**src/cgp_defs.svh**
```systemverilog
// Constants for the clock generation, oscillator supervision and power block
// Operation
// - CPU and system clock: master 1:1 or 2:1
// - Master from PLL multiply or prescaler divide
// - PLL runs free in bypass modes
// - Oscillator loss: interrupt, switch to PLL
// - Emergency clock at PLL basic frequency
// - PLL off disables oscillator supervisor
// - Strap at reset release disables supervisor
// - Master clock is reference, CAN, output
// - Idle stops CPU, peripherals keep running
// - Sleep/power-down stop all, RTC optional
// - External interrupt ends sleep
// - Power modes entered by instruction only
// - Inactive logic gated; CPU clock slowable
// - Each peripheral individually disabled/enabled
// - Programmable frequency output pin
// - RTC cyclic wake-up ends sleep
`ifndef CGP_DEFS_SVH
`define CGP_DEFS_SVH

// =====================================================================
// Register offsets (word index on the register port)
`define CGP_ADDR_W 4
`define CGP_OFF_CLK_CTRL 4'h0
`define CGP_OFF_PERIPH_DIS 4'h1
`define CGP_OFF_PROGRAMMABLE_FREQ_OUTPUT_DIV 4'h2
`define CGP_OFF_STATUS 4'h3
`define CGP_OFF_IRQ_STATUS 4'h4
`define CGP_OFF_IRQ_CLEAR 4'h5
`define CGP_OFF_IRQ_ENABLE 4'h6
`define CGP_OFF_PWR_CTRL 4'h7

// =====================================================================
// Field positions
`define CGP_IRQ_OSC_FAIL 0
`define CGP_IRQ_WAKE 1
`define CGP_PWR_RTC_KEEP 0

// =====================================================================
// Reset values
`define CGP_RST_CLK_CTRL 16'h0001
`define CGP_RST_PERIPH_DIS 16'h0000
`define CGP_RST_PROGRAMMABLE_FREQ_OUTPUT_DIV 16'h0000
`define CGP_RST_IRQ_ENABLE 2'h0
`define CGP_RST_PWR_CTRL 1'h0

// =====================================================================
// Timing counts in CLOCK_I cycles or PLL basic ticks
`define CGP_PLL_FREE_DIV 16
`define CGP_OSC_MISS_LIMIT 4

`endif

```
**src/cgp_pkg.sv**
```systemverilog
// Types shared by the clock generation and power block
package cgp_pkg;

  // Master clock source selection
  typedef enum logic [1:0] {CGP_SRC_PLL, CGP_SRC_DIRECT, CGP_SRC_PRESC, CGP_SRC_RSVD} cgp_src_type;

  // Power state of the device
  typedef enum logic [1:0] {CGP_RUN, CGP_IDLE, CGP_SLEEP, CGP_PWRDN} cgp_pwr_type;

  // Clock control register layout
  typedef struct packed {
    logic [1:0] spare;
    logic [3:0] cpu_slow;
    logic [3:0] presc;
    logic [1:0] mult;
    cgp_src_type src;
    logic half;
    logic pll_on;
  } cgp_clk_ctrl_type;

  // Register port request
  typedef struct packed {
    logic [3:0] addr;
    logic [15:0] wdata;
    logic wr;
    logic rd;
  } cgp_bus_req_type;

  // Power mode requests raised by CPU instructions
  typedef struct packed {
    logic idle;
    logic sleep;
    logic pwrdn;
  } cgp_instr_type;

endpackage

```
**src/cgp_clock_power.sv**
```systemverilog
// Clock generation, oscillator supervisor and power management top
`timescale 1ns/1ns
`include "cgp_defs.svh"

module cgp_clock_power import cgp_pkg::*; #(
  parameter int NUM_PERIPH = 8,
  parameter int PLL_FREE_DIV = `CGP_PLL_FREE_DIV,
  parameter int OSC_MISS_LIMIT = `CGP_OSC_MISS_LIMIT
) (
  // Clock and reset
  input wire logic CLOCK_I,
  input wire logic RESETN_I,
  // Register port
  input wire cgp_bus_req_type BUS_I,
  output logic [15:0] RDATA_O,
  // Pins and straps
  input wire logic OSC_PIN_I,
  input wire logic EXT_ACCESS_SELECT_N_I,
  input wire logic READ_STROBE_N_I,
  // Power mode instructions and wake sources
  input wire cgp_instr_type INSTR_I,
  input wire logic EXT_IRQ_I,
  input wire logic RTC_WAKE_I,
  // Peripheral activity
  input wire logic [NUM_PERIPH-1:0] PERIPH_ACTIVE_I,
  // Clock enables and clock outputs
  output logic MASTER_TICK_O,
  output logic CAN_TICK_O,
  output logic MASTER_CLOCK_O,
  output logic SYS_TICK_O,
  output logic CPU_TICK_O,
  output logic [NUM_PERIPH-1:0] PERIPH_TICK_O,
  output logic RTC_TICK_O,
  output logic FREQ_OUT_O,
  // Status
  output logic EMERGENCY_O,
  output logic IRQ_O
);

  // =====================================================================
  // Elaboration checks
  initial begin
    if (NUM_PERIPH < 1 || NUM_PERIPH > 16) $error("NUM_PERIPH must be 1..16");
    if (PLL_FREE_DIV < 8 || PLL_FREE_DIV > 256) $error("PLL_FREE_DIV must be 8..256");
    if (OSC_MISS_LIMIT < 1 || OSC_MISS_LIMIT > 255) $error("OSC_MISS_LIMIT must be 1..255");
  end

  localparam logic [7:0] FREE_LAST = 8'(PLL_FREE_DIV - 1);
  localparam logic [7:0] MISS_LIM = 8'(OSC_MISS_LIMIT);

  // =====================================================================
  // Registers and register port
  cgp_clk_ctrl_type ctrl_q;
  logic [15:0] pdis_q;
  logic [15:0] programmable_freq_output_div_q;
  logic [1:0] irq_st_q, irq_st_d;
  logic [1:0] irq_en_q;
  logic rtc_keep_q;
  cgp_pwr_type pwr_q, pwr_d;

  // Address decode
  wire wr_ctrl = BUS_I.wr && BUS_I.addr == `CGP_OFF_CLK_CTRL;
  wire wr_pdis = BUS_I.wr && BUS_I.addr == `CGP_OFF_PERIPH_DIS;
  wire wr_programmable_freq_output = BUS_I.wr && BUS_I.addr == `CGP_OFF_PROGRAMMABLE_FREQ_OUTPUT_DIV;
  wire wr_clr = BUS_I.wr && BUS_I.addr == `CGP_OFF_IRQ_CLEAR;
  wire wr_en = BUS_I.wr && BUS_I.addr == `CGP_OFF_IRQ_ENABLE;
  wire wr_pwr = BUS_I.wr && BUS_I.addr == `CGP_OFF_PWR_CTRL;

  // Plain register writes; power modes have no register path
  always_ff @(posedge CLOCK_I) begin
    if (!RESETN_I) begin
      ctrl_q <= `CGP_RST_CLK_CTRL;
      pdis_q <= `CGP_RST_PERIPH_DIS;
      programmable_freq_output_div_q <= `CGP_RST_PROGRAMMABLE_FREQ_OUTPUT_DIV;
      irq_en_q <= `CGP_RST_IRQ_ENABLE;
      rtc_keep_q <= `CGP_RST_PWR_CTRL;
    end else begin
      if (wr_ctrl) ctrl_q <= BUS_I.wdata;
      if (wr_pdis) pdis_q <= BUS_I.wdata;
      if (wr_programmable_freq_output) programmable_freq_output_div_q <= BUS_I.wdata;
      if (wr_en) irq_en_q <= BUS_I.wdata[1:0];
      if (wr_pwr) rtc_keep_q <= BUS_I.wdata[`CGP_PWR_RTC_KEEP];
    end
  end

  // =====================================================================
  // Reset-time strap for the supervisor
  logic strap_done_q;
  logic sup_strap_off_q;

  // Caught in the first cycle after release, never inside the reset branch
  always_ff @(posedge CLOCK_I) begin
    if (!RESETN_I) begin
      strap_done_q <= 1'b0;
      sup_strap_off_q <= 1'b0;
    end else if (!strap_done_q) begin
      strap_done_q <= 1'b1;
      sup_strap_off_q <= !EXT_ACCESS_SELECT_N_I && !READ_STROBE_N_I;
    end
  end

  // =====================================================================
  // Free running PLL and multiplied PLL tick
  logic [7:0] free_cnt_q;
  logic [7:0] fast_cnt_q;
  wire pll_on = ctrl_q.pll_on;
  wire free_tick = pll_on && free_cnt_q == FREE_LAST;
  wire [7:0] fast_last = FREE_LAST >> ctrl_q.mult;
  wire fast_tick = pll_on && fast_cnt_q >= fast_last;

  // PLL counters keep running whatever the master source is
  always_ff @(posedge CLOCK_I) begin
    if (!RESETN_I || !pll_on) begin
      free_cnt_q <= 8'h00;
      fast_cnt_q <= 8'h00;
    end else begin
      free_cnt_q <= free_tick ? 8'h00 : free_cnt_q + 8'h01;
      fast_cnt_q <= fast_tick ? 8'h00 : fast_cnt_q + 8'h01;
    end
  end

  // =====================================================================
  // Oscillator edge and prescaler
  logic osc_q;
  logic [3:0] presc_cnt_q;
  wire osc_edge = OSC_PIN_I && !osc_q;
  wire presc_tick = osc_edge && presc_cnt_q == ctrl_q.presc;

  // Prescaler divides oscillator edges by presc plus one
  always_ff @(posedge CLOCK_I) begin
    if (!RESETN_I) begin
      osc_q <= OSC_PIN_I; // Pin level at release, so a high pin is no false edge
      presc_cnt_q <= 4'h0;
    end else begin
      osc_q <= OSC_PIN_I;
      if (osc_edge) presc_cnt_q <= presc_tick ? 4'h0 : presc_cnt_q + 4'h1;
    end
  end

  // =====================================================================
  // Oscillator supervisor
  logic [7:0] miss_cnt_q;
  logic emerg_q;
  wire sup_en = pll_on && !sup_strap_off_q;
  wire osc_fail = sup_en && free_tick && miss_cnt_q == MISS_LIM - 8'h01;
  wire clr_fail = wr_clr && BUS_I.wdata[`CGP_IRQ_OSC_FAIL];

  // Counts PLL basic ticks without an oscillator edge
  always_ff @(posedge CLOCK_I) begin
    if (!RESETN_I || !sup_en || osc_edge) begin
      miss_cnt_q <= 8'h00;
    end else if (free_tick && miss_cnt_q != MISS_LIM) begin
      miss_cnt_q <= miss_cnt_q + 8'h01;
    end
  end

  // Emergency latches on a PLL tick, so the old source is dropped on a boundary
  always_ff @(posedge CLOCK_I) begin
    if (!RESETN_I) begin
      emerg_q <= 1'b0;
    end else if (osc_fail) begin
      emerg_q <= 1'b1;
    end else if (!pll_on || (clr_fail && miss_cnt_q != MISS_LIM)) begin
      emerg_q <= 1'b0;
    end
  end

  // =====================================================================
  // Master clock source selection
  logic src_tick;

  // Emergency overrides the programmed source with the basic PLL rate
  always_comb begin
    src_tick = 1'b0;
    if (emerg_q) begin
      src_tick = free_tick;
    end else begin
      case (ctrl_q.src)
        CGP_SRC_PLL: src_tick = fast_tick;
        CGP_SRC_DIRECT: src_tick = osc_edge;
        CGP_SRC_PRESC: src_tick = presc_tick;
        default: src_tick = 1'b0;
      endcase
    end
  end

  // A fail cycle blanks the old source; the next tick is a full PLL period away
  wire clocks_stop = pwr_q == CGP_SLEEP || pwr_q == CGP_PWRDN;
  wire mc_tick = src_tick && !osc_fail && !clocks_stop;

  // =====================================================================
  // System and CPU clock derivation
  logic half_ph_q;
  logic [3:0] slow_cnt_q;
  wire sys_pre = mc_tick && (!ctrl_q.half || half_ph_q);
  wire sys_tick = sys_pre && slow_cnt_q == ctrl_q.cpu_slow;

  // Two to one phase and software slowdown counter
  always_ff @(posedge CLOCK_I) begin
    if (!RESETN_I) begin
      half_ph_q <= 1'b0;
      slow_cnt_q <= 4'h0;
    end else begin
      if (mc_tick) half_ph_q <= !half_ph_q;
      if (sys_pre) slow_cnt_q <= sys_tick ? 4'h0 : slow_cnt_q + 4'h1;
    end
  end

  // =====================================================================
  // Frequency output divider
  logic [15:0] programmable_freq_output_cnt_q;
  logic programmable_freq_output_q;
  wire programmable_freq_output_hit = mc_tick && programmable_freq_output_cnt_q == programmable_freq_output_div_q;

  // Toggles every programmable_freq_output_div plus one master ticks
  always_ff @(posedge CLOCK_I) begin
    if (!RESETN_I) begin
      programmable_freq_output_cnt_q <= 16'h0000;
      programmable_freq_output_q <= 1'b0;
    end else if (mc_tick) begin
      programmable_freq_output_cnt_q <= programmable_freq_output_hit ? 16'h0000 : programmable_freq_output_cnt_q + 16'h0001;
      if (programmable_freq_output_hit) programmable_freq_output_q <= !programmable_freq_output_q;
    end
  end

  // =====================================================================
  // Power state machine
  wire wake_sleep = EXT_IRQ_I || RTC_WAKE_I;

  // Only instruction strobes enter a saving mode
  always_comb begin
    pwr_d = pwr_q;
    case (pwr_q)
      CGP_RUN: begin
        if (INSTR_I.pwrdn) pwr_d = CGP_PWRDN;
        else if (INSTR_I.sleep) pwr_d = CGP_SLEEP;
        else if (INSTR_I.idle) pwr_d = CGP_IDLE;
      end
      CGP_IDLE: begin
        if (EXT_IRQ_I || IRQ_O) pwr_d = CGP_RUN;
      end
      CGP_SLEEP: begin
        if (wake_sleep) pwr_d = CGP_RUN;
      end
      CGP_PWRDN: pwr_d = CGP_PWRDN;
      default: pwr_d = CGP_RUN;
    endcase
  end

  // Power-down leaves through reset only
  always_ff @(posedge CLOCK_I) begin
    if (!RESETN_I) pwr_q <= CGP_RUN;
    else pwr_q <= pwr_d;
  end

  // =====================================================================
  // Interrupt status
  wire wake_evt = pwr_q == CGP_SLEEP && wake_sleep;
  wire [1:0] irq_set = {wake_evt, osc_fail};
  wire [1:0] irq_clr = wr_clr ? BUS_I.wdata[1:0] : 2'h0;

  // Set beats clear in the same cycle
  assign irq_st_d = (irq_st_q & ~irq_clr) | irq_set;

  always_ff @(posedge CLOCK_I) begin
    if (!RESETN_I) irq_st_q <= 2'h0;
    else irq_st_q <= irq_st_d;
  end

  // =====================================================================
  // Read data
  wire [15:0] stat_word = {10'h000, rtc_keep_q, pwr_q, sup_en, emerg_q, irq_st_q[`CGP_IRQ_OSC_FAIL]};
  logic [15:0] rmux;

  // Unmapped and write-only offsets read as zero
  always_comb begin
    case (BUS_I.addr)
      `CGP_OFF_CLK_CTRL: rmux = ctrl_q;
      `CGP_OFF_PERIPH_DIS: rmux = pdis_q;
      `CGP_OFF_PROGRAMMABLE_FREQ_OUTPUT_DIV: rmux = programmable_freq_output_div_q;
      `CGP_OFF_STATUS: rmux = stat_word;
      `CGP_OFF_IRQ_STATUS: rmux = {14'h0, irq_st_q};
      `CGP_OFF_IRQ_ENABLE: rmux = {14'h0, irq_en_q};
      `CGP_OFF_PWR_CTRL: rmux = {15'h0, rtc_keep_q};
      default: rmux = 16'h0000;
    endcase
  end

  // =====================================================================
  // Output flops
  wire cpu_run = pwr_q == CGP_RUN;
  wire rtc_run = !clocks_stop || rtc_keep_q;
  wire [NUM_PERIPH-1:0] pen = ~pdis_q[NUM_PERIPH-1:0] & PERIPH_ACTIVE_I;

  // All outputs registered; data stands only the cycle after a read
  always_ff @(posedge CLOCK_I) begin
    if (!RESETN_I) begin
      RDATA_O <= 16'h0000;
      MASTER_TICK_O <= 1'b0;
      CAN_TICK_O <= 1'b0;
      MASTER_CLOCK_O <= 1'b0;
      SYS_TICK_O <= 1'b0;
      CPU_TICK_O <= 1'b0;
      PERIPH_TICK_O <= '0;
      RTC_TICK_O <= 1'b0;
      FREQ_OUT_O <= 1'b0;
      EMERGENCY_O <= 1'b0;
      IRQ_O <= 1'b0;
    end else begin
      RDATA_O <= BUS_I.rd ? rmux : 16'h0000;
      MASTER_TICK_O <= mc_tick;
      CAN_TICK_O <= mc_tick;
      if (mc_tick) MASTER_CLOCK_O <= !MASTER_CLOCK_O;
      SYS_TICK_O <= sys_tick;
      CPU_TICK_O <= sys_tick && cpu_run;
      PERIPH_TICK_O <= sys_tick ? pen : '0;
      RTC_TICK_O <= free_tick && rtc_run;
      FREQ_OUT_O <= programmable_freq_output_q;
      EMERGENCY_O <= emerg_q;
      IRQ_O <= |(irq_st_d & irq_en_q);
    end
  end
endmodule

```
**config.mk**
```make
export PLATFORM = sky130hd
export DESIGN_NAME = cgp_clock_power
export DESIGN_NICKNAME = d
export VERILOG_FILES = /design/src/cgp_pkg.sv /design/src/cgp_clock_power.sv
export VERILOG_INCLUDE_DIRS = /design/src
export SDC_FILE = /design/constraint.sdc
export NUM_CORES = 1
export LEC_CHECK = 0
export BUFFER_PORTS_ARGS = -buffer_cell sky130_fd_sc_hd__buf_2
export CAP_MARGIN = 30
export CORE_ASPECT_RATIO = 0.8
export CORE_MARGIN = 1.5
export CORE_UTILIZATION = 30
export CTS_CLUSTER_DIAMETER = 80
export DETAILED_ROUTE_END_ITERATION = 16
export PLACE_DENSITY_LB_ADDON = 0.12
export SYNTH_ARGS = -nofsm -noshare
export SYNTH_HDL_FRONTEND = slang
export SYNTH_SLANG_ARGS = --single-unit
```
**constraint.sdc**
```tcl
create_clock -name CLOCK_I -period 2.8 [get_ports CLOCK_I]
set_clock_uncertainty 0.15 [all_clocks]
set_input_delay 0.42 -clock CLOCK_I [delete_from_list [all_inputs] [get_ports CLOCK_I]]
set_output_delay 0.42 -clock CLOCK_I [all_outputs]
set_load 0.02 [all_outputs]
```
==> results of run 1 <==
flip-flops by register name, indices dropped and copies added (netlist names), 2 cells and up:
register                        flops
pdis_q                             16
presc_cnt_q                         4
miss_cnt_q                          8
irq_en_q                            2
irq_st_q                            2
slow_cnt_q                          4
pwr_q                               2
PERIPH_TICK_O                       8
fast_cnt_q                          8
programmable_freq_output_div_q     16
free_cnt_q                          8
RDATA_O                            16
ctrl_q                             15
programmable_freq_output_cnt_q     16
cell type report:
cell class                 count  area, um^2
fill                        2066       12500
multi-input combinational    498        3180
sequential                   141        2820
timing repair buffer          93         533
clock buffer                  17         425
tap                          264         330
clock inverter                15         150
inverter                       6        22.5
per-layer routing:
metal | part of all wire (%) | vias to the layer above | GRT usage (%)
met3 | 4.0 | 18 | 3.79
met5 | 0 | - | 0
li1 | - | 2466 | -
met4 | 1.0 | 0 | 5.29
met2 | 43 | 93 | 24.5
met1 | 52 | 2321 | 23.2
report_power, final:
| group | internal [uW] | total [uW] | switching [uW] |
|---|---|---|---|
| registers | 2070 | 2110 | 47.8 |
| logic | 168 | 408 | 240 |
| clock network | 1250 | 2230 | 981 |
| total | 3490 | 4760 | 1270 |
worst paths after layout:
check / from / end / slack (ps) / cells after the start
max reg2reg: ctrl_q[4] / programmable_freq_output_cnt_q[15] / 90 / 8
min: BUS_I[21] / RDATA_O[0] / 60 / 2
min reg2reg: free_cnt_q[0] / free_cnt_q[0] / 300 / 1
max: ctrl_q[4] / programmable_freq_output_cnt_q[15] / 90 / 8
cells by family after synthesis:
| group | synth area share (%) |
|---|---|
| simple gates | 24.8 |
| flops | 46.1 |
| compound gates | 9.42 |
| xor+xnor | 8.15 |
| mux | 7.07 |
| buf+inv | 2.37 |
| fa+ha+maj | 2.04 |
| other cells | 0.0613 |
per-stage QoR:
stage,instances,util (%),power (uW)
6_report,1034,37.5,4760
5_1_grt,1034,37.5,4940
4_1_cts,1035,37.4,4810
3_5_place_dp,1002,34.5,2570
3_3_place_gp,1002,34.5,2570
2_1_floorplan,676,-,2400
worst max-delay path: stages (launching register included):
cell and delay, ps:
dfxtp_1 330, or2_2 280, ha_1 300, nand2_1 50, o211ai_1 300, a221oi_4 160, or4_4 560, or3_1 370
a21oi_2 140
repair_timing:
action / in CTS / in global routing
hold endpoints to repair: 1 / 0
setup endpoints to repair: 0 / 1
gates resized for setup: 0 / 2
hold buffers: 1 / 0
synthesized netlist by cell type (2+ instances only):
cell       count
a21oi_1       21
or4_1          2
nand2b_1       3
o21ai_0       10
xnor2_1       23
nor3_1        13
nor2_1        70
nand4_1       10
o211ai_1       2
and3_1         7
mux4_2         4
a21boi_0      37
a21boi_1       2
mux2i_1       32
nand3_1       17
buf_2          2
nor2b_1       36
or2_2          5
ha_1          10
nand2_1       92
dfxtp_1      141
a2111oi_0      2
nor3b_1       12
nor4b_1        2
nor4_1        13
or3_1          2
clkbuf_1      27
and2_1        13
xor2_1        34
inv_1          6
mux2_2         2
and4_1         4
==> results.py, run 1 <==
metrics = {
    "run_status": {
        "status": "finished clean",
    },
    "finish": {
        "area_growth_pct": 21.9,
        "final_cell_mix": "dfxtp_1 (141), nand2_1 (92), buf_2 (72), nor2_1 (70), a21boi_0 (37)",
        "final_common_cell": "dfxtp_1",
        "fin_nets": 807,
        "final_cell_area_um2": 7460,
        "drive_gt1_share_pct": 18.4,
        "n_antenna_cell": 0,
    },
    "placed_design": {
        "placed_area_um2": 6870,
        "pre_cts_slack_ps": 84.1,
        "place.gp.congestion": 0.782,
        "hpwlAfterDp_mm": 12.0,
        "port_buffers": 72,
    },
    "cts": {
        "cts_setup_buffers": 0,
        "numCtsBuffers": 17,
        "insertion_delay_ps": 430,
        "cts.reportedPaths.clkPinSlew_ps": 70,
        "root_buffer": "clkbuf_16",
        "cts_sinks": 141,
        "htreeDepth": 4,
        "clk_path_buf_depth": 2,
        "cts_tree": "yes",
    },
    "timing": {
        "setup_ws_ps": 90.1,
        "report.final.slew_viol_count": 0,
        "whs_ps": 62.3,
        "tightest_slew_ps": 674,
        "max_freq_mhz": 369,
        "max_slew_margin_pct": 54.8,
        "min_period_ps": 2710,
        "final.setup.tns_ps": 0,
        "hold_viol": 0,
        "final.period_utilization_pct": 96.8,
        "setup_viol": 0,
        "rsz0062_at_grt": "yes",
    },
    "floorplan": {
        "rows": 46,
        "dieHeight_um": 131,
        "num_io_pins": 73,
        "design.core.area_um2": 19900,
        "start_util_pct": 30.7,
        "die_area_um2": 21300,
        "die_width_um": 163,
    },
    "min_path": {
        "hold_class": "primary input to flop",
    },
    "synth": {
        "synth_cell_types": 50,
        "syn_area_um2": 6120,
        "ys_top_cells_by_area": "dfxtp_1 (46%), nand2_1 (5.6%), mux2i_1 (5.2%)",
        "synth_ff_type": "dfxtp_1",
        "async_flop_share_pct": 0,
        "yosysTopAreaCell": "dfxtp_1",
        "synth_edf_count": 0,
        "avgSynthCellArea_um2": 9.08,
        "synthCells": 674,
        "synth_seq_area_share_pct": 46.1,
        "synth_warnings": 0,
        "yosys.area.top_type_share_pct": 46.1,
        "ys_seq_elements": 141,
    },
    "routing": {
        "avgRoutedWirePerCell_um": 15.9,
        "firstDrtPassIters": 4,
        "ant_nets": 0,
        "drtIter0Drc": 294,
        "drt_wl_total_mm": 16.4,
        "vias_per_cell": 4.74,
        "vias": 4898,
        "drc": 0,
    },
    "setup_path": {
        "cp-start-kind": "flop",
        "crit_path_end_kind": "flop",
        "cp.arrival_ps": 2930,
        "cp_max_fo": 9,
        "required_ps": 3020,
        "path_class": "flop to flop",
    },
    "global_route": {
        "grt_pass1_vias": 4724,
        "grt_usage_pct": 16.4,
        "grt_max_degree": 77,
        "grt-ovfl-total": 0,
        "antenna_found_initial": 0,
        "grt_first_pass_wirelength_mm": 26.3,
    },
    "power": {
        "p_leak_uw": 0.00308,
        "powerDensity_nw_per_um2": 637,
        "ir_drop_v": 0.000378,
    },
    "job": {
        "cap_violations": 0,
    },
}
(Power assumes the default switching activity.)
==> run 2, diff against run 1 <==
==> constraint.sdc (replaced) <==
create_clock -name CLOCK_I -period 2.7 [get_ports CLOCK_I]
set_clock_uncertainty 0.15 [all_clocks]
set_input_delay 0.405 -clock CLOCK_I [delete_from_list [all_inputs] [get_ports CLOCK_I]]
set_output_delay 0.405 -clock CLOCK_I [all_outputs]
set_load 0.02 [all_outputs]
==> results.py, run 2 (synthesis results as in run 1) <==
metrics = {
    "run_status": {
        "status": "finished clean",
    },
    "cts": {
        "htreeDepth": 4,
        "clk_path_buf_depth": 2,
        "insertion_delay_ps": 420,
        "root_buffer": "clkbuf_16",
        "cts.reportedPaths.clkPinSlew_ps": 60,
        "numCtsBuffers": 17,
        "cts_tree": "yes",
        "cts_sinks": 141,
    },
    "placed_design": {
        "port_buffers": 72,
        "place.gp.congestion": 0.773,
        "dp_cells": 1003,
        "hpwlAfterDp_mm": 11.7,
        "placed_area_um2": 6880,
        "pre_cts_slack_ps": 2.42,
    },
    "setup_path": {
        "required_ps": 2900,
        "cp_max_fo": 5,
        "slowest_stage": "or4_1",
        "path_cells": "or2_2 -> ha_4 -> nand2_1 -> o211ai_1 -> a221oi_4 -> or2_4 -> or4_1 -> a21boi_1",
        "path_class": "flop to flop",
        "crit_path_end_kind": "flop",
        "cp.arrival_ps": 2790,
        "critPathMaxStageDelay_ps": 510,
        "cp-start-kind": "flop",
    },
    "timing": {
        "max_slew_margin_pct": 53.1,
        "setup_ws_ps": 110,
        "final.period_utilization_pct": 95.9,
        "tightest_slew_ps": 702,
        "max_freq_mhz": 386,
        "min_period_ps": 2590,
        "setup_viol": 0,
        "report.final.slew_viol_count": 0,
        "rsz0062_at_grt": "no",
        "final.setup.tns_ps": 0,
        "hold_viol": 0,
    },
    "routing": {
        "drtIter0Drc": 283,
        "firstDrtPassIters": 4,
        "drt_wl_total_mm": 16.3,
        "vias": 4890,
        "drc": 0,
        "ant_nets": 0,
        "vias_per_cell": 4.72,
        "avgRoutedWirePerCell_um": 15.7,
    },
    "global_route": {
        "grt_first_pass_wirelength_mm": 26.1,
        "grt-ovfl-total": 0,
        "antenna_found_initial": 0,
        "grt_usage_pct": 16.3,
        "grt_max_degree": 77,
        "grt_pass1_vias": 4679,
    },
    "finish": {
        "fin_nets": 810,
        "final_common_cell": "dfxtp_1",
        "final_cell_area_um2": 7540,
        "area_growth_pct": 23.2,
        "drive_gt1_share_pct": 18.9,
        "multi_input_area_um2": 3190,
        "ff_latch_area_um2": 2820,
        "final_cell_mix": "dfxtp_1 (141), nand2_1 (92), buf_2 (72), nor2_1 (70), a21boi_0 (37)",
        "fill_cells": 2058,
        "stdcell_count": 1037,
        "final_util_pct": 37.9,
        "n_antenna_cell": 0,
    },
    "floorplan": {
        "die_width_um": 163,
        "dieHeight_um": 131,
        "die_area_um2": 21300,
        "design.core.area_um2": 19900,
        "start_util_pct": 30.7,
        "num_io_pins": 73,
        "rows": 46,
    },
    "power": {
        "ir_drop_v": 0.000399,
        "p_leak_uw": 0.00311,
        "powerDensity_nw_per_um2": 675,
    },
    "job": {
        "cap_violations": 0,
    },
    "min_path": {
        "hold_class": "primary input to flop",
    },
}
[run 2: worst paths after layout]
path	from	end	slack, ps	depth (start not counted)
hold reg to reg	free_cnt_q[0]	free_cnt_q[0]	300	1
setup / recovery	ctrl_q[5]	slow_cnt_q[3]	110	8
setup reg to reg	ctrl_q[5]	slow_cnt_q[3]	110	8
hold / removal	BUS_I[21]	RDATA_O[1]	60	2
[run 2: layout make-up]
class	instances	area share (%)
Clock inverter	14	2.42
Sequential cell	141	37.4
Tap cell	264	4.38
Timing Repair Buffer	96	7.37
Clock buffer	18	5.82
Inverter	6	0.299
Multi-Input combinational cell	498	42.3
[run 2: metal layers]
| metal | vias to the layer above | global-route usage, % | wire length [um] |
|---|---|---|---|
| met2 | 92 | 23.8 | 6850 |
| met3 | 18 | 4.01 | 721 |
| li1 | 2464 | - | - |
| met1 | 2316 | 23.4 | 8500 |
| met4 | 0 | 5.40 | 254 |
| met5 | - | 0 | 0 |
[run 2: per-stage QoR]
step / total power (uW) / hold slack, ps
2_1_floorplan: 2490 / 263
3_3_place_gp: 2670 / 278
3_5_place_dp: 2670 / 286
4_1_cts: 5160 / 31.6
5_1_grt: 5320 / 53.0
6_report: 5090 / 56.0
[run 2: worst max-delay path: cells and delay by family, from the launching register on]
kind                     cells  cell delay (ps)
AND/OR/NAND/NOR              4             1180
adder cells (fa/ha/maj)      1              280
AO/OA/AOI/OAI                3              610
flip-flops                   1              310
[run 2: power breakdown]
group	switching (uW)	total, uW	internal, uW
logic	245	430	186
registers	52.8	2200	2140
clock network	969	2460	1500
[run 2: repair_timing]
action                                  CTS  global route
gates resized for setup                   0             3
pin swaps                                 1             5
hold endpoints to repair                  1             0
setup buffers                             0             2
endpoints found under the setup margin    1             3
cloned                                    0             0
hold buffers                              1             0
==> run 3, diff against run 2 <==
==> constraint.sdc (replaced) <==
create_clock -name CLOCK_I -period 2.9 [get_ports CLOCK_I]
set_clock_uncertainty 0.15 [all_clocks]
set_input_delay 0.435 -clock CLOCK_I [delete_from_list [all_inputs] [get_ports CLOCK_I]]
set_output_delay 0.435 -clock CLOCK_I [all_outputs]
set_load 0.02 [all_outputs]
==> results.py, run 3 (synthesis results as in run 1) <==
metrics = {
    "timing": {
        "min_period_ps": 2650,
        "final.setup.tns_ps": 0,
        "setup_ws_ps": 252,
        "report.final.slew_viol_count": 0,
        "final.period_utilization_pct": 91.3,
        "max_freq_mhz": 378,
        "tightest_slew_ps": 815,
        "setup_viol": 0,
        "hold_viol": 0,
        "rsz0062_at_grt": "no",
        "max_slew_margin_pct": 45.2,
    },
    "cts": {
        "numCtsBuffers": 17,
        "cts.reportedPaths.clkPinSlew_ps": 70,
        "cts_resized": 0,
        "htreeDepth": 4,
        "clk_path_buf_depth": 2,
        "root_buffer": "clkbuf_16",
        "hold_buffers": 1,
        "cts_sinks": 141,
        "cts_tree": "yes",
        "insertion_delay_ps": 420,
        "cts_setup_buffers": 0,
    },
    "power": {
        "total_power_uw": 4760,
        "swShare_pct": 25.6,
        "p_comb_share_pct": 8.1,
        "p_leak_uw": 0.00307,
        "p_switching_uw": 1220,
        "p_int_uw": 3540,
        "powerDensity_nw_per_um2": 638,
        "ir_drop_v": 0.000318,
        "p_clk_share_pct": 48.9,
        "p_seq_share_pct": 43.0,
    },
    "routing": {
        "firstDrtPassIters": 4,
        "ant_nets": 0,
        "drt_wl_total_mm": 16.5,
        "vias_per_cell": 4.71,
        "avgRoutedWirePerCell_um": 16.0,
        "vias": 4846,
        "drtIter0Drc": 323,
        "drc": 0,
    },
    "placed_design": {
        "hpwlAfterDp_mm": 12.0,
        "place.gp.congestion": 0.774,
        "dp_cells": 996,
        "port_buffers": 72,
        "pre_cts_slack_ps": 276,
    },
    "finish": {
        "final_common_cell": "dfxtp_1",
        "fin_nets": 802,
        "n_antenna_cell": 0,
        "final_cell_mix": "dfxtp_1 (141), nand2_1 (92), buf_2 (72), nor2_1 (70), a21boi_0 (37)",
        "fill_cells": 2052,
        "stdcell_count": 1029,
        "drive_gt1_share_pct": 17.8,
        "area_growth_pct": 21.8,
    },
    "floorplan": {
        "die_area_um2": 21300,
        "dieHeight_um": 131,
        "design.core.area_um2": 19900,
        "rows": 46,
        "start_util_pct": 30.7,
        "die_width_um": 163,
        "num_io_pins": 73,
    },
    "setup_path": {
        "cp-start-kind": "flop",
        "required_ps": 3100,
        "cp_max_fo": 5,
        "path_class": "flop to flop",
        "crit_path_end_kind": "flop",
        "cp.arrival_ps": 2850,
    },
    "run_status": {
        "status": "finished clean",
    },
    "global_route": {
        "grt_usage_pct": 16.5,
        "grt_max_degree": 77,
        "grt_pass1_vias": 4696,
        "grt-ovfl-total": 0,
        "antenna_found_initial": 0,
        "grt_first_pass_wirelength_mm": 26.6,
    },
    "min_path": {
        "hold_class": "primary input to flop",
    },
    "job": {
        "cap_violations": 0,
    },
}
run 3: changes by cell type in the layout (fill, tap and decap cells not counted), sizes merged:
| cell | change |
|---|---|
| buf | -8 |
| clkinv | -4 |
| inv | +4 |
| clkbuf | -1 |
| clkinvlp | +1 |
run 3: final cells by class:
class	count	area [um^2]	share of cell area (%)
multi-input cells	498	3160	42.4
flip-flops and latches	141	2820	37.8
repair buffers	88	495	6.64
clock buffers	17	425	5.70
well taps	264	330	4.43
clock inverters	15	201	2.70
inverters	6	22.5	0.302
run 3: power groups by stage:
stage / sequential, uW / combinational (uW) / clock [uW]
2_1_floorplan: 2100 / 217 / 0
3_3_place_gp: 2090 / 383 / 0
3_5_place_dp: 2090 / 386 / 0
4_1_cts: 2050 / 389 / 2390
5_1_grt: 2050 / 424 / 2480
6_report: 2050 / 384 / 2330
run 3: critical path, stage by stage, from the launching register on:
cell,delay [ps]
dfxtp_1,340
or2_2,300
ha_1,290
nand2_1,50
o211ai_1,240
a221oi_2,140
or4_4,550
or3_1,360
a21oi_1,150
run 3: stage by stage:
stage               hold slack, ps  cell area, um^2  utilization (%)
floorplan                      263             6130                -
global placement               278             6820             34.3
detailed placement             291             6820             34.3
CTS                           56.7             7460             37.5
global route                  77.3             7460             37.5
finish                        91.8             7460             37.5
run 3: path summary, 6_finish.rpt:
kind / start / end / slack [ps] / cells past startpoint
max reg2reg: ctrl_q[5] / programmable_freq_output_cnt_q[15] / 250 / 8
min: BUS_I[21] / RDATA_O[1] / 90 / 2
max: ctrl_q[5] / programmable_freq_output_cnt_q[15] / 250 / 8
min reg2reg: pdis_q[7] / PERIPH_TICK_O[7] / 300 / 1
run 3: metal layers:
| metal | track usage, % | wire (um) | part of all wire (%) | up-vias |
|---|---|---|---|---|
| met1 | 23.6 | 8730 | 53 | 2298 |
| met3 | 3.60 | 616 | 3.7 | 11 |
| met4 | 4.86 | 160 | 0.97 | 0 |
| li1 | - | - | - | 2454 |
| met2 | 24.7 | 7010 | 42 | 83 |
| met5 | 0 | 0 | 0 | - |
